## src/design/prio_regs_pkg.sv

```systemverilog
// Package: register map, field layout and bus types for the priority register bank
package prio_regs_pkg;

  // ****************************************
  // Register map
  // ****************************************
  localparam int NUM_REGS = 9;
  localparam int ADDR_W = 16;
  localparam logic [ADDR_W-1:0] BASE_OFFSET = 16'h10D0;
  localparam logic [ADDR_W-1:0] REG_STRIDE = 16'h0010;
  localparam logic [3:0] SUB_BASE = 4'h0;
  localparam logic [3:0] SUB_CLEAR = 4'h4;
  localparam logic [3:0] SUB_SET = 4'h8;
  localparam logic [3:0] SUB_TOGGLE = 4'hC;
  localparam logic [ADDR_W-1:0] PRIO_CTRL_4 = 16'h10D0;
  localparam logic [ADDR_W-1:0] PRIO_CTRL_5 = 16'h10E0;
  localparam logic [ADDR_W-1:0] PRIO_CTRL_6 = 16'h10F0;
  localparam logic [ADDR_W-1:0] PRIO_CTRL_7 = 16'h1100;
  localparam logic [ADDR_W-1:0] PRIO_CTRL_8 = 16'h1110;
  localparam logic [ADDR_W-1:0] PRIO_CTRL_9 = 16'h1120;
  localparam logic [ADDR_W-1:0] PRIO_CTRL_10 = 16'h1130;
  localparam logic [ADDR_W-1:0] PRIO_CTRL_11 = 16'h1140;
  localparam logic [ADDR_W-1:0] PRIO_CTRL_12 = 16'h1150;
  // Index of the register holding DMA channels four to seven
  localparam int DMA_HIGH_IDX = 6;

  // ****************************************
  // Field layout
  // ****************************************
  localparam logic [31:0] IMPL_MASK = 32'h1F1F_1F1F;
  localparam logic [31:0] RESET_VALUE = 32'h0000_0000;
  localparam int UPPER_PRIO_LSB = 10;
  localparam int UPPER_SUB_LSB = 8;
  localparam int LOWER_PRIO_LSB = 2;
  localparam int LOWER_SUB_LSB = 0;
  localparam int HALF_W = 16;
  localparam logic [2:0] PRIO_DISABLED = 3'h0;

  // ****************************************
  // Bus types
  // ****************************************
  localparam logic [1:0] RESP_OKAY = 2'h0;
  localparam logic [1:0] RESP_SLVERR = 2'h2;

  typedef struct packed {
    logic [2:0] prio;
    logic [1:0] sub;
  } src_field_t;

  typedef enum logic [1:0] {
    OP_WRITE = 2'h0,
    OP_CLEAR = 2'h1,
    OP_SET = 2'h2,
    OP_TOGGLE = 2'h3
  } wr_op_t;

  typedef struct packed {
    logic awvalid;
    logic [ADDR_W-1:0] awaddr;
    logic wvalid;
    logic [31:0] wdata;
    logic [3:0] wstrb;
    logic bready;
    logic arvalid;
    logic [ADDR_W-1:0] araddr;
    logic rready;
  } axil_req_t;

  typedef struct packed {
    logic awready;
    logic wready;
    logic bvalid;
    logic [1:0] bresp;
    logic arready;
    logic rvalid;
    logic [31:0] rdata;
    logic [1:0] rresp;
  } axil_rsp_t;

endpackage : prio_regs_pkg

```

## src/design/interrupt_priority_regs.sv

```systemverilog
// Interrupt priority register bank with clear, set and toggle aliases on AXI4-Lite
// ****************************************
// Summary of operation
// - Three-bit priority one to seven in binary; zero disables the source.
// - Two-bit sub-priority levels zero to three held as plain binary.
// - Upper source of each half: priority bits 12-10, sub-priority bits 9-8.
// - Lower source of each half: priority bits 4-2, sub-priority bits 1-0.
// - Bits 7-5 and other unassigned bits are unimplemented and read zero.
// - Each register also answers at +0x4 clear, +0x8 set, +0xC toggle.
// - All priority and sub-priority fields reset to zero, sources disabled.
// - Reduced variant: DMA channel four to seven fields unimplemented, read zero.
// ****************************************
`timescale 1ns/100ps
module interrupt_priority_regs #(
  parameter int NUM_REGS = prio_regs_pkg::NUM_REGS,
  parameter bit REDUCED_DMA = 1'b0
) (
  input wire logic aclk,
  input wire logic aresetn,
  input wire prio_regs_pkg::axil_req_t bus_req,
  output prio_regs_pkg::axil_rsp_t bus_rsp,
  output prio_regs_pkg::src_field_t [4*NUM_REGS-1:0] source_field,
  output logic [4*NUM_REGS-1:0] source_enabled
);

  // ****************************************
  // Field geometry
  // ****************************************
  localparam int BYTES = 4;
  localparam int BYTE_W = 8;
  localparam int PRIO_W = 3;
  localparam int SUB_W = 2;
  localparam int SRC_PER_REG = 4;

  // ****************************************
  // Elaboration checks
  // ****************************************
  if (NUM_REGS < 1 || NUM_REGS > prio_regs_pkg::NUM_REGS) begin : g_bad_count
    $error("NUM_REGS out of range");
  end

  if (prio_regs_pkg::UPPER_PRIO_LSB + PRIO_W > prio_regs_pkg::HALF_W) begin : g_bad_upper
    $error("upper field overflows half");
  end

  if (2*prio_regs_pkg::HALF_W != BYTES*BYTE_W) begin : g_bad_half
    $error("halves do not fill a word");
  end

  if (REDUCED_DMA && NUM_REGS <= prio_regs_pkg::DMA_HIGH_IDX) begin : g_bad_reduced
    $error("reduced variant needs the DMA register");
  end

  // ****************************************
  // State
  // ****************************************
  typedef struct packed {
    logic [NUM_REGS-1:0][31:0] regs;
    logic aw_held;
    logic [prio_regs_pkg::ADDR_W-1:0] aw_addr;
    logic w_held;
    logic [31:0] w_data;
    logic [3:0] w_strb;
    logic bvalid;
    logic [1:0] bresp;
    logic rvalid;
    logic [31:0] rdata;
    logic [1:0] rresp;
  } state_t;

  state_t state_reg;
  state_t state_next;
  logic [NUM_REGS-1:0][31:0] impl_mask;
  logic [NUM_REGS-1:0][31:0] reg_view;
  logic [31:0] strb_mask;

  // Per-register writable mask
  genvar gi;
  for (gi = 0; gi < NUM_REGS; gi++) begin : g_mask
    if (REDUCED_DMA && gi == prio_regs_pkg::DMA_HIGH_IDX) begin : g_red
      assign impl_mask[gi] = 32'h0000_0000;
    end else begin : g_full
      assign impl_mask[gi] = prio_regs_pkg::IMPL_MASK;
    end
  end

  // ****************************************
  // Byte strobe mask
  // ****************************************
  genvar gb;
  for (gb = 0; gb < BYTES; gb++) begin : g_strb
    assign strb_mask[BYTE_W*gb +: BYTE_W] = {BYTE_W{state_reg.w_strb[gb]}};
  end

  // ****************************************
  // Implemented view of each register
  // ****************************************
  genvar gv;
  for (gv = 0; gv < NUM_REGS; gv++) begin : g_view
    assign reg_view[gv] = state_reg.regs[gv] & impl_mask[gv];
  end

  // ****************************************
  // Address decode
  // ****************************************
  function automatic logic decode(input logic [prio_regs_pkg::ADDR_W-1:0] addr, output int idx,
      output prio_regs_pkg::wr_op_t op);
    logic [prio_regs_pkg::ADDR_W-1:0] rel;
    logic ok;

    rel = addr - prio_regs_pkg::BASE_OFFSET;
    idx = int'(rel[prio_regs_pkg::ADDR_W-1:4]);

    // Below the bank, past the last register or not word aligned
    ok = (addr >= prio_regs_pkg::BASE_OFFSET) && (idx < NUM_REGS) && (addr[1:0] == 2'h0);

    // Sub-offset picks the plain, clear, set or toggle view
    case (rel[3:0])
      prio_regs_pkg::SUB_BASE: op = prio_regs_pkg::OP_WRITE;
      prio_regs_pkg::SUB_CLEAR: op = prio_regs_pkg::OP_CLEAR;
      prio_regs_pkg::SUB_SET: op = prio_regs_pkg::OP_SET;
      prio_regs_pkg::SUB_TOGGLE: op = prio_regs_pkg::OP_TOGGLE;
      default: begin
        op = prio_regs_pkg::OP_WRITE;
        ok = 1'b0;
      end
    endcase

    return ok;
  endfunction : decode

  // ****************************************
  // Next state
  // ****************************************
  always_comb begin
    int widx;
    int ridx;
    prio_regs_pkg::wr_op_t wop;
    prio_regs_pkg::wr_op_t rop;
    logic wok;
    logic rok;
    logic [31:0] bmask;
    logic [31:0] cur;
    logic [31:0] upd;

    widx = 0;
    ridx = 0;
    wop = prio_regs_pkg::OP_WRITE;
    rop = prio_regs_pkg::OP_WRITE;
    wok = 1'b0;
    rok = 1'b0;
    bmask = 32'h0000_0000;
    cur = 32'h0000_0000;
    upd = 32'h0000_0000;
    state_next = state_reg;

    // ****************************************
    // Write address and data capture
    // ****************************************
    // Either order; each half waits for the other
    if (bus_req.awvalid && !state_reg.aw_held) begin
      state_next.aw_held = 1'b1;
      state_next.aw_addr = bus_req.awaddr;
    end

    if (bus_req.wvalid && !state_reg.w_held) begin
      state_next.w_held = 1'b1;
      state_next.w_data = bus_req.wdata;
      state_next.w_strb = bus_req.wstrb;
    end

    // ****************************************
    // Write response
    // ****************************************
    if (state_reg.bvalid && bus_req.bready) begin
      state_next.bvalid = 1'b0;
    end

    // ****************************************
    // Write execution
    // ****************************************
    // Only once both halves are held and the response slot is free
    if (state_reg.aw_held && state_reg.w_held && !state_reg.bvalid) begin
      wok = decode(state_reg.aw_addr, widx, wop);
      state_next.aw_held = 1'b0;
      state_next.w_held = 1'b0;
      state_next.bvalid = 1'b1;
      state_next.bresp = wok ? prio_regs_pkg::RESP_OKAY : prio_regs_pkg::RESP_SLVERR;

      if (wok) begin
        bmask = strb_mask & impl_mask[widx];
        cur = state_reg.regs[widx];

        case (wop)
          prio_regs_pkg::OP_CLEAR: upd = cur & ~state_reg.w_data;
          prio_regs_pkg::OP_SET: upd = cur | state_reg.w_data;
          prio_regs_pkg::OP_TOGGLE: upd = cur ^ state_reg.w_data;
          default: upd = state_reg.w_data;
        endcase

        // Only strobed, implemented bits take the new value
        state_next.regs[widx] = (cur & ~bmask) | (upd & bmask);
      end
    end

    // ****************************************
    // Read channel
    // ****************************************
    if (state_reg.rvalid && bus_req.rready) begin
      state_next.rvalid = 1'b0;
    end

    rok = decode(bus_req.araddr, ridx, rop);

    // Alias addresses read back the register itself
    if (bus_req.arvalid && !state_reg.rvalid) begin
      state_next.rvalid = 1'b1;
      state_next.rresp = rok ? prio_regs_pkg::RESP_OKAY : prio_regs_pkg::RESP_SLVERR;
      state_next.rdata = rok ? reg_view[ridx] : 32'h0000_0000;
    end

    // ****************************************
    // Synchronous reset
    // ****************************************
    if (!aresetn) begin
      state_next = '0;
      for (int r = 0; r < NUM_REGS; r++) begin
        state_next.regs[r] = prio_regs_pkg::RESET_VALUE;
      end
    end
  end

  always_ff @(posedge aclk) begin
    state_reg <= state_next;
  end

  // ****************************************
  // Outputs
  // ****************************************
  // Write side: ready while the half is not held
  always_comb begin
    bus_rsp.awready = !state_reg.aw_held;
    bus_rsp.wready = !state_reg.w_held;
    bus_rsp.bvalid = state_reg.bvalid;
    bus_rsp.bresp = state_reg.bresp;
  end

  // Read side: one read in flight at a time
  always_comb begin
    bus_rsp.arready = !state_reg.rvalid;
    bus_rsp.rvalid = state_reg.rvalid;
    bus_rsp.rdata = state_reg.rdata;
    bus_rsp.rresp = state_reg.rresp;
  end

  // ****************************************
  // Field fan-out, two sources per half
  // ****************************************
  genvar gr;
  for (gr = 0; gr < NUM_REGS; gr++) begin : g_src
    for (genvar h = 0; h < 2; h++) begin : g_half
      localparam int LO = SRC_PER_REG*gr + 2*h;
      localparam int HI = LO + 1;
      localparam int B = prio_regs_pkg::HALF_W*h;
      localparam int LP = B + prio_regs_pkg::LOWER_PRIO_LSB;
      localparam int LS = B + prio_regs_pkg::LOWER_SUB_LSB;
      localparam int UP = B + prio_regs_pkg::UPPER_PRIO_LSB;
      localparam int US = B + prio_regs_pkg::UPPER_SUB_LSB;
      logic [31:0] v;

      assign v = reg_view[gr];

      // Lower source of the half
      assign source_field[LO].prio = v[LP +: PRIO_W];
      assign source_field[LO].sub = v[LS +: SUB_W];
      assign source_enabled[LO] = v[LP +: PRIO_W] != prio_regs_pkg::PRIO_DISABLED;

      // Upper source of the half
      assign source_field[HI].prio = v[UP +: PRIO_W];
      assign source_field[HI].sub = v[US +: SUB_W];
      assign source_enabled[HI] = v[UP +: PRIO_W] != prio_regs_pkg::PRIO_DISABLED;
    end
  end

endmodule : interrupt_priority_regs

```

## config.mk

```make
export PLATFORM = sky130hd
export DESIGN_NAME = interrupt_priority_regs
export DESIGN_NICKNAME = d
export VERILOG_FILES = /design/src/design/prio_regs_pkg.sv /design/src/design/interrupt_priority_regs.sv
export SDC_FILE = /design/constraint.sdc
export NUM_CORES = 1
export LEC_CHECK = 0
export BUFFER_PORTS_ARGS = -buffer_cell sky130_fd_sc_hd__buf_2
export CAP_MARGIN = 10
export CELL_PAD_IN_SITES_DETAIL_PLACEMENT = 1
export CELL_PAD_IN_SITES_GLOBAL_PLACEMENT = 1
export CORE_ASPECT_RATIO = 1.25
export CORE_UTILIZATION = 30
export CTS_CLUSTER_SIZE = 16
export DETAILED_ROUTE_END_ITERATION = 7
export GPL_ROUTABILITY_DRIVEN = 0
export HOLD_SLACK_MARGIN = 0.05
export PLACE_DENSITY_LB_ADDON = 0.2
export SYNTH_ARGS = -nofsm -noshare
export SYNTH_HDL_FRONTEND = slang
export SYNTH_SLANG_ARGS = --single-unit
```

## constraint.sdc

```tcl
create_clock -name aclk -period 5.82 [get_ports aclk]
set_input_delay 0.873 -clock aclk [delete_from_list [all_inputs] [get_ports aclk]]
set_output_delay 0.873 -clock aclk [all_outputs]
set_load 0.02 [all_outputs]
```

==> flow_summary_export.csv <==
group,metric,value,unit
detailed_routing,firstDrtPassIters,5,
setup_path,path_cells,"buf_4 > inv_1 > ha_1 > xor2_1 > nor2_4 > a22oi_1 > a32o_1 > ha_1 > nand2_1 > o21ai_0 > a22oi_1 > o221a_2 > a21oi_1 > mux2i_1",
sta,fmax,221,MHz
floorplanning,start_util,0.304,
floorplanning,die-area,52100,um^2
setup_path,cp_slowest_cell,"nor2_4",
pwr,power.total,4.31,mW
pwr,power_switching,1.21,mW
sta,post-route-period-util,0.777,
logic_synthesis,avgSynthCellArea,8.96,um^2
logic_synthesis,synthArstFlopShare,0,
sta,worst_pin_slew,1.00,ns
logic_synthesis,synth_edf_count,0,
setup_path,reg2reg_from,"state_reg[79]",
sta,tns,0,ns
placement,hpwl,40.7,mm
clock_tree,ctsHoldBuffers,0,
pwr,switching_share,0.281,
status,status,"completed",
placement,dp_cells,2402,
clock_tree,insertion_delay,0.57,ns
clock_tree,cts_buffers,31,
cells_and_area,largest_reg_flops,180,
detailed_routing,remaining_drc_errors,0,
cells_and_area,layout_common_cells,"nand2_1, buf_2, mux2i_1",
sta,slew_violations,0,
pwr,peakVddDrop,0.000200,V
logic_synthesis,synth_ff_type,"dfxtp_1",
cells_and_area,fin_area,17100,um^2
clock_tree,htree_levels,1,
sta,whs,0.472,ns
global_route,grt_antenna_before_repair,0,
flow_run,maxCapViolCount,0,
setup_path,max_stage_delay,0.71,ns
global_route,grt_max_degree,90,
setup_path,crit_family,"compound AO/OA/AOI/OAI gates",
sta,skew,0.00898,ns
sta,setup_slack,1.30,ns
min_path,hold_path.class,"reg2reg",
sta,rsz0062_at_grt,"false",
detailed_routing,viasPerCell,5.08,
sta,finalHoldViolations,0,
placement,place_area,16100,um^2
clock_tree,clk_path_buf_depth,3,
setup_path,crit_end,"source_field[59]",
setup_path,worst_setup_path_start_kind,"register",
cells_and_area,areaGrowthSynthToFinish,11.5,%
cells_and_area,final_layout_size_suffix_gt1_frac,0.265,
logic_synthesis,synthCells,1713,
setup_path,crit_type,"reg2reg",
setup_path,path_depth,14,
cells_and_area,utilization,0.339,
global_route,grt_usage,0.214,
cells_and_area,stdcell_count,2456,
floorplanning,ios,332,
setup_path,cp-startpoint,"state_reg[79]",
clock_tree,clk_pin_slew_worst_paths,0.06,ns
setup_path,required,6.23,ns
detailed_routing,wl,57.3,mm
clock_tree,tritoncts,"done",
pwr,power.density,252,nW/um^2
floorplanning,die_w,204,um
floorplanning,rows,92,
pwr,comb_power_share,0.148,
setup_path,reg2reg_depth,14,
logic_synthesis,synth_area_leaders,"dfxtp_1, mux2i_1, buf_4",
clock_tree,numClockSinks,246,
floorplanning,die_y,255,um
clock_tree,cts-resized-gates,0,
detailed_routing,ant_nets,0,
setup_path,reg2reg_slack,1.30,ns
global_route,grt_pass1_vias,12800,
sta,relSlewSlack,0.329,
detailed_routing,vias,12500,
logic_synthesis,ys_seq_elements,246,
cells_and_area,final_net_count,1900,
placement,buffer_ports.inserted,303,
pwr,p_seq_frac,0.402,
clock_tree,postCtsSetupBuffers,0,
logic_synthesis,ys_seq_area_frac,0.321,
logic_synthesis,yosys_warnings,0,
setup_path,path_buf_inv,2,
clock_tree,ctsRootBufferMaster,"clkbuf_16",
detailed_routing,wl_per_cell,23.3,um
logic_synthesis,synthDominantCellAreaShare,0.321,
logic_synthesis,yosysTopAreaCell,"dfxtp_1",
global_route,grt_first_pass_wirelength,83.7,mm
setup_path,r2r-end,"source_field[59]",
logic_synthesis,yosysUniqueCellTypes,51,
sta,setup-violations-final,0,
sta,min_period,4.52,ns
setup_path,arrival,4.93,ns
cells_and_area,diodes,0,
setup_path,path_max_fanout,19,
setup_path,worst_setup_path_end_kind,"register",
global_route,globalRouteOverflowTotal,0,
cells_and_area,final_common_cell,"nand2_1",
logic_synthesis,synthesis.area,15300,um^2
detailed_routing,drt_iter0_drc,548,
pwr,pwr-share-clk,0.449,
floorplanning,core_area,50500,um^2
placement,dp_slack,1.30,ns
pwr,p_int,3.10,mW
pwr,p_leak,8.34,nW
## cells by family after synthesis
logic type	after synthesis	share of synthesized area
AND/OR/NAND/NOR	460	0.132
AO/OA/AOI/OAI	248	0.115
other	1	0.000244
adder cells (fa/ha/maj)	48	0.0391
multiplexers	310	0.236
flip-flops	246	0.321
buffers and inverters	391	0.151
XOR/XNOR	9	0.00513
## cell usage after synthesis, drive strengths merged, types with 3 or more instances
| cell type | instances |
|---|---|
| ha | 48 |
| mux4 | 42 |
| xnor2 | 5 |
| buf | 251 |
| nand2 | 339 |
| o211ai | 3 |
| dfxtp | 246 |
| a32o | 20 |
| mux2i | 267 |
| xor2 | 4 |
| nor2b | 7 |
| a21oi | 60 |
| clkbuf | 80 |
| nor4 | 6 |
| a22oi | 57 |
| nor2 | 16 |
| inv | 60 |
| nand3b | 5 |
| o21ai | 34 |
| a21boi | 42 |
| nand4 | 9 |
| and2 | 24 |
| nand2b | 5 |
| o221a | 19 |
| or3 | 37 |
## how the worst min path moves through the flow
stage / from / to / slack (ns) / cells after the start
after floorplan: state_reg[76] / state_reg[76] / 0.44 / 2
after CTS: state_reg[75] / state_reg[75] / 0.48 / 2
after detailed placement: state_reg[75] / state_reg[75] / 0.47 / 2
after global routing: state_reg[75] / state_reg[75] / 0.50 / 2
after global placement: state_reg[75] / state_reg[75] / 0.45 / 2
final: state_reg[75] / state_reg[75] / 0.47 / 2
## layout make-up
class / count / area, um^2
multi-input cells: 1089 / 8240
repair buffers: 349 / 1880
flip-flops and latches: 246 / 4930
well taps: 658 / 823
clock buffers: 48 / 930
inverters: 60 / 225
clock inverters: 6 / 82.6
fillers: 5908 / 33400
## worst reg2reg max path, delay by kind of cell (launching register included)
family / cells / cell delay, ns
flops: 1 / 0.30
xor+xnor: 1 / 0.32
compound gates: 6 / 1.61
buf+inv: 2 / 0.48
simple gates: 2 / 0.76
mux: 1 / 0.18
fa+ha+maj: 2 / 0.72
## metal layers
layer / GRT usage / vias to the layer above / part of all wire
li1: - / 5850 / -
met2: 0.384 / 297 / 0.50
met3: 0.0307 / 83 / 0.044
met1: 0.263 / 6254 / 0.43
met4: 0.0635 / 0 / 0.026
met5: 0 / - / 0
## power by group through the flow
stage          registers, mW  clock network, mW  logic, mW
2_1_floorplan           1.75                  0      0.428
3_3_place_gp            1.77                  0      0.617
3_5_place_dp            1.77                  0      0.643
4_1_cts                 1.73               1.99      0.645
5_1_grt                 1.74               2.06      0.697
6_report                1.74               1.94      0.639
Power figures use the tool's default switching activity.
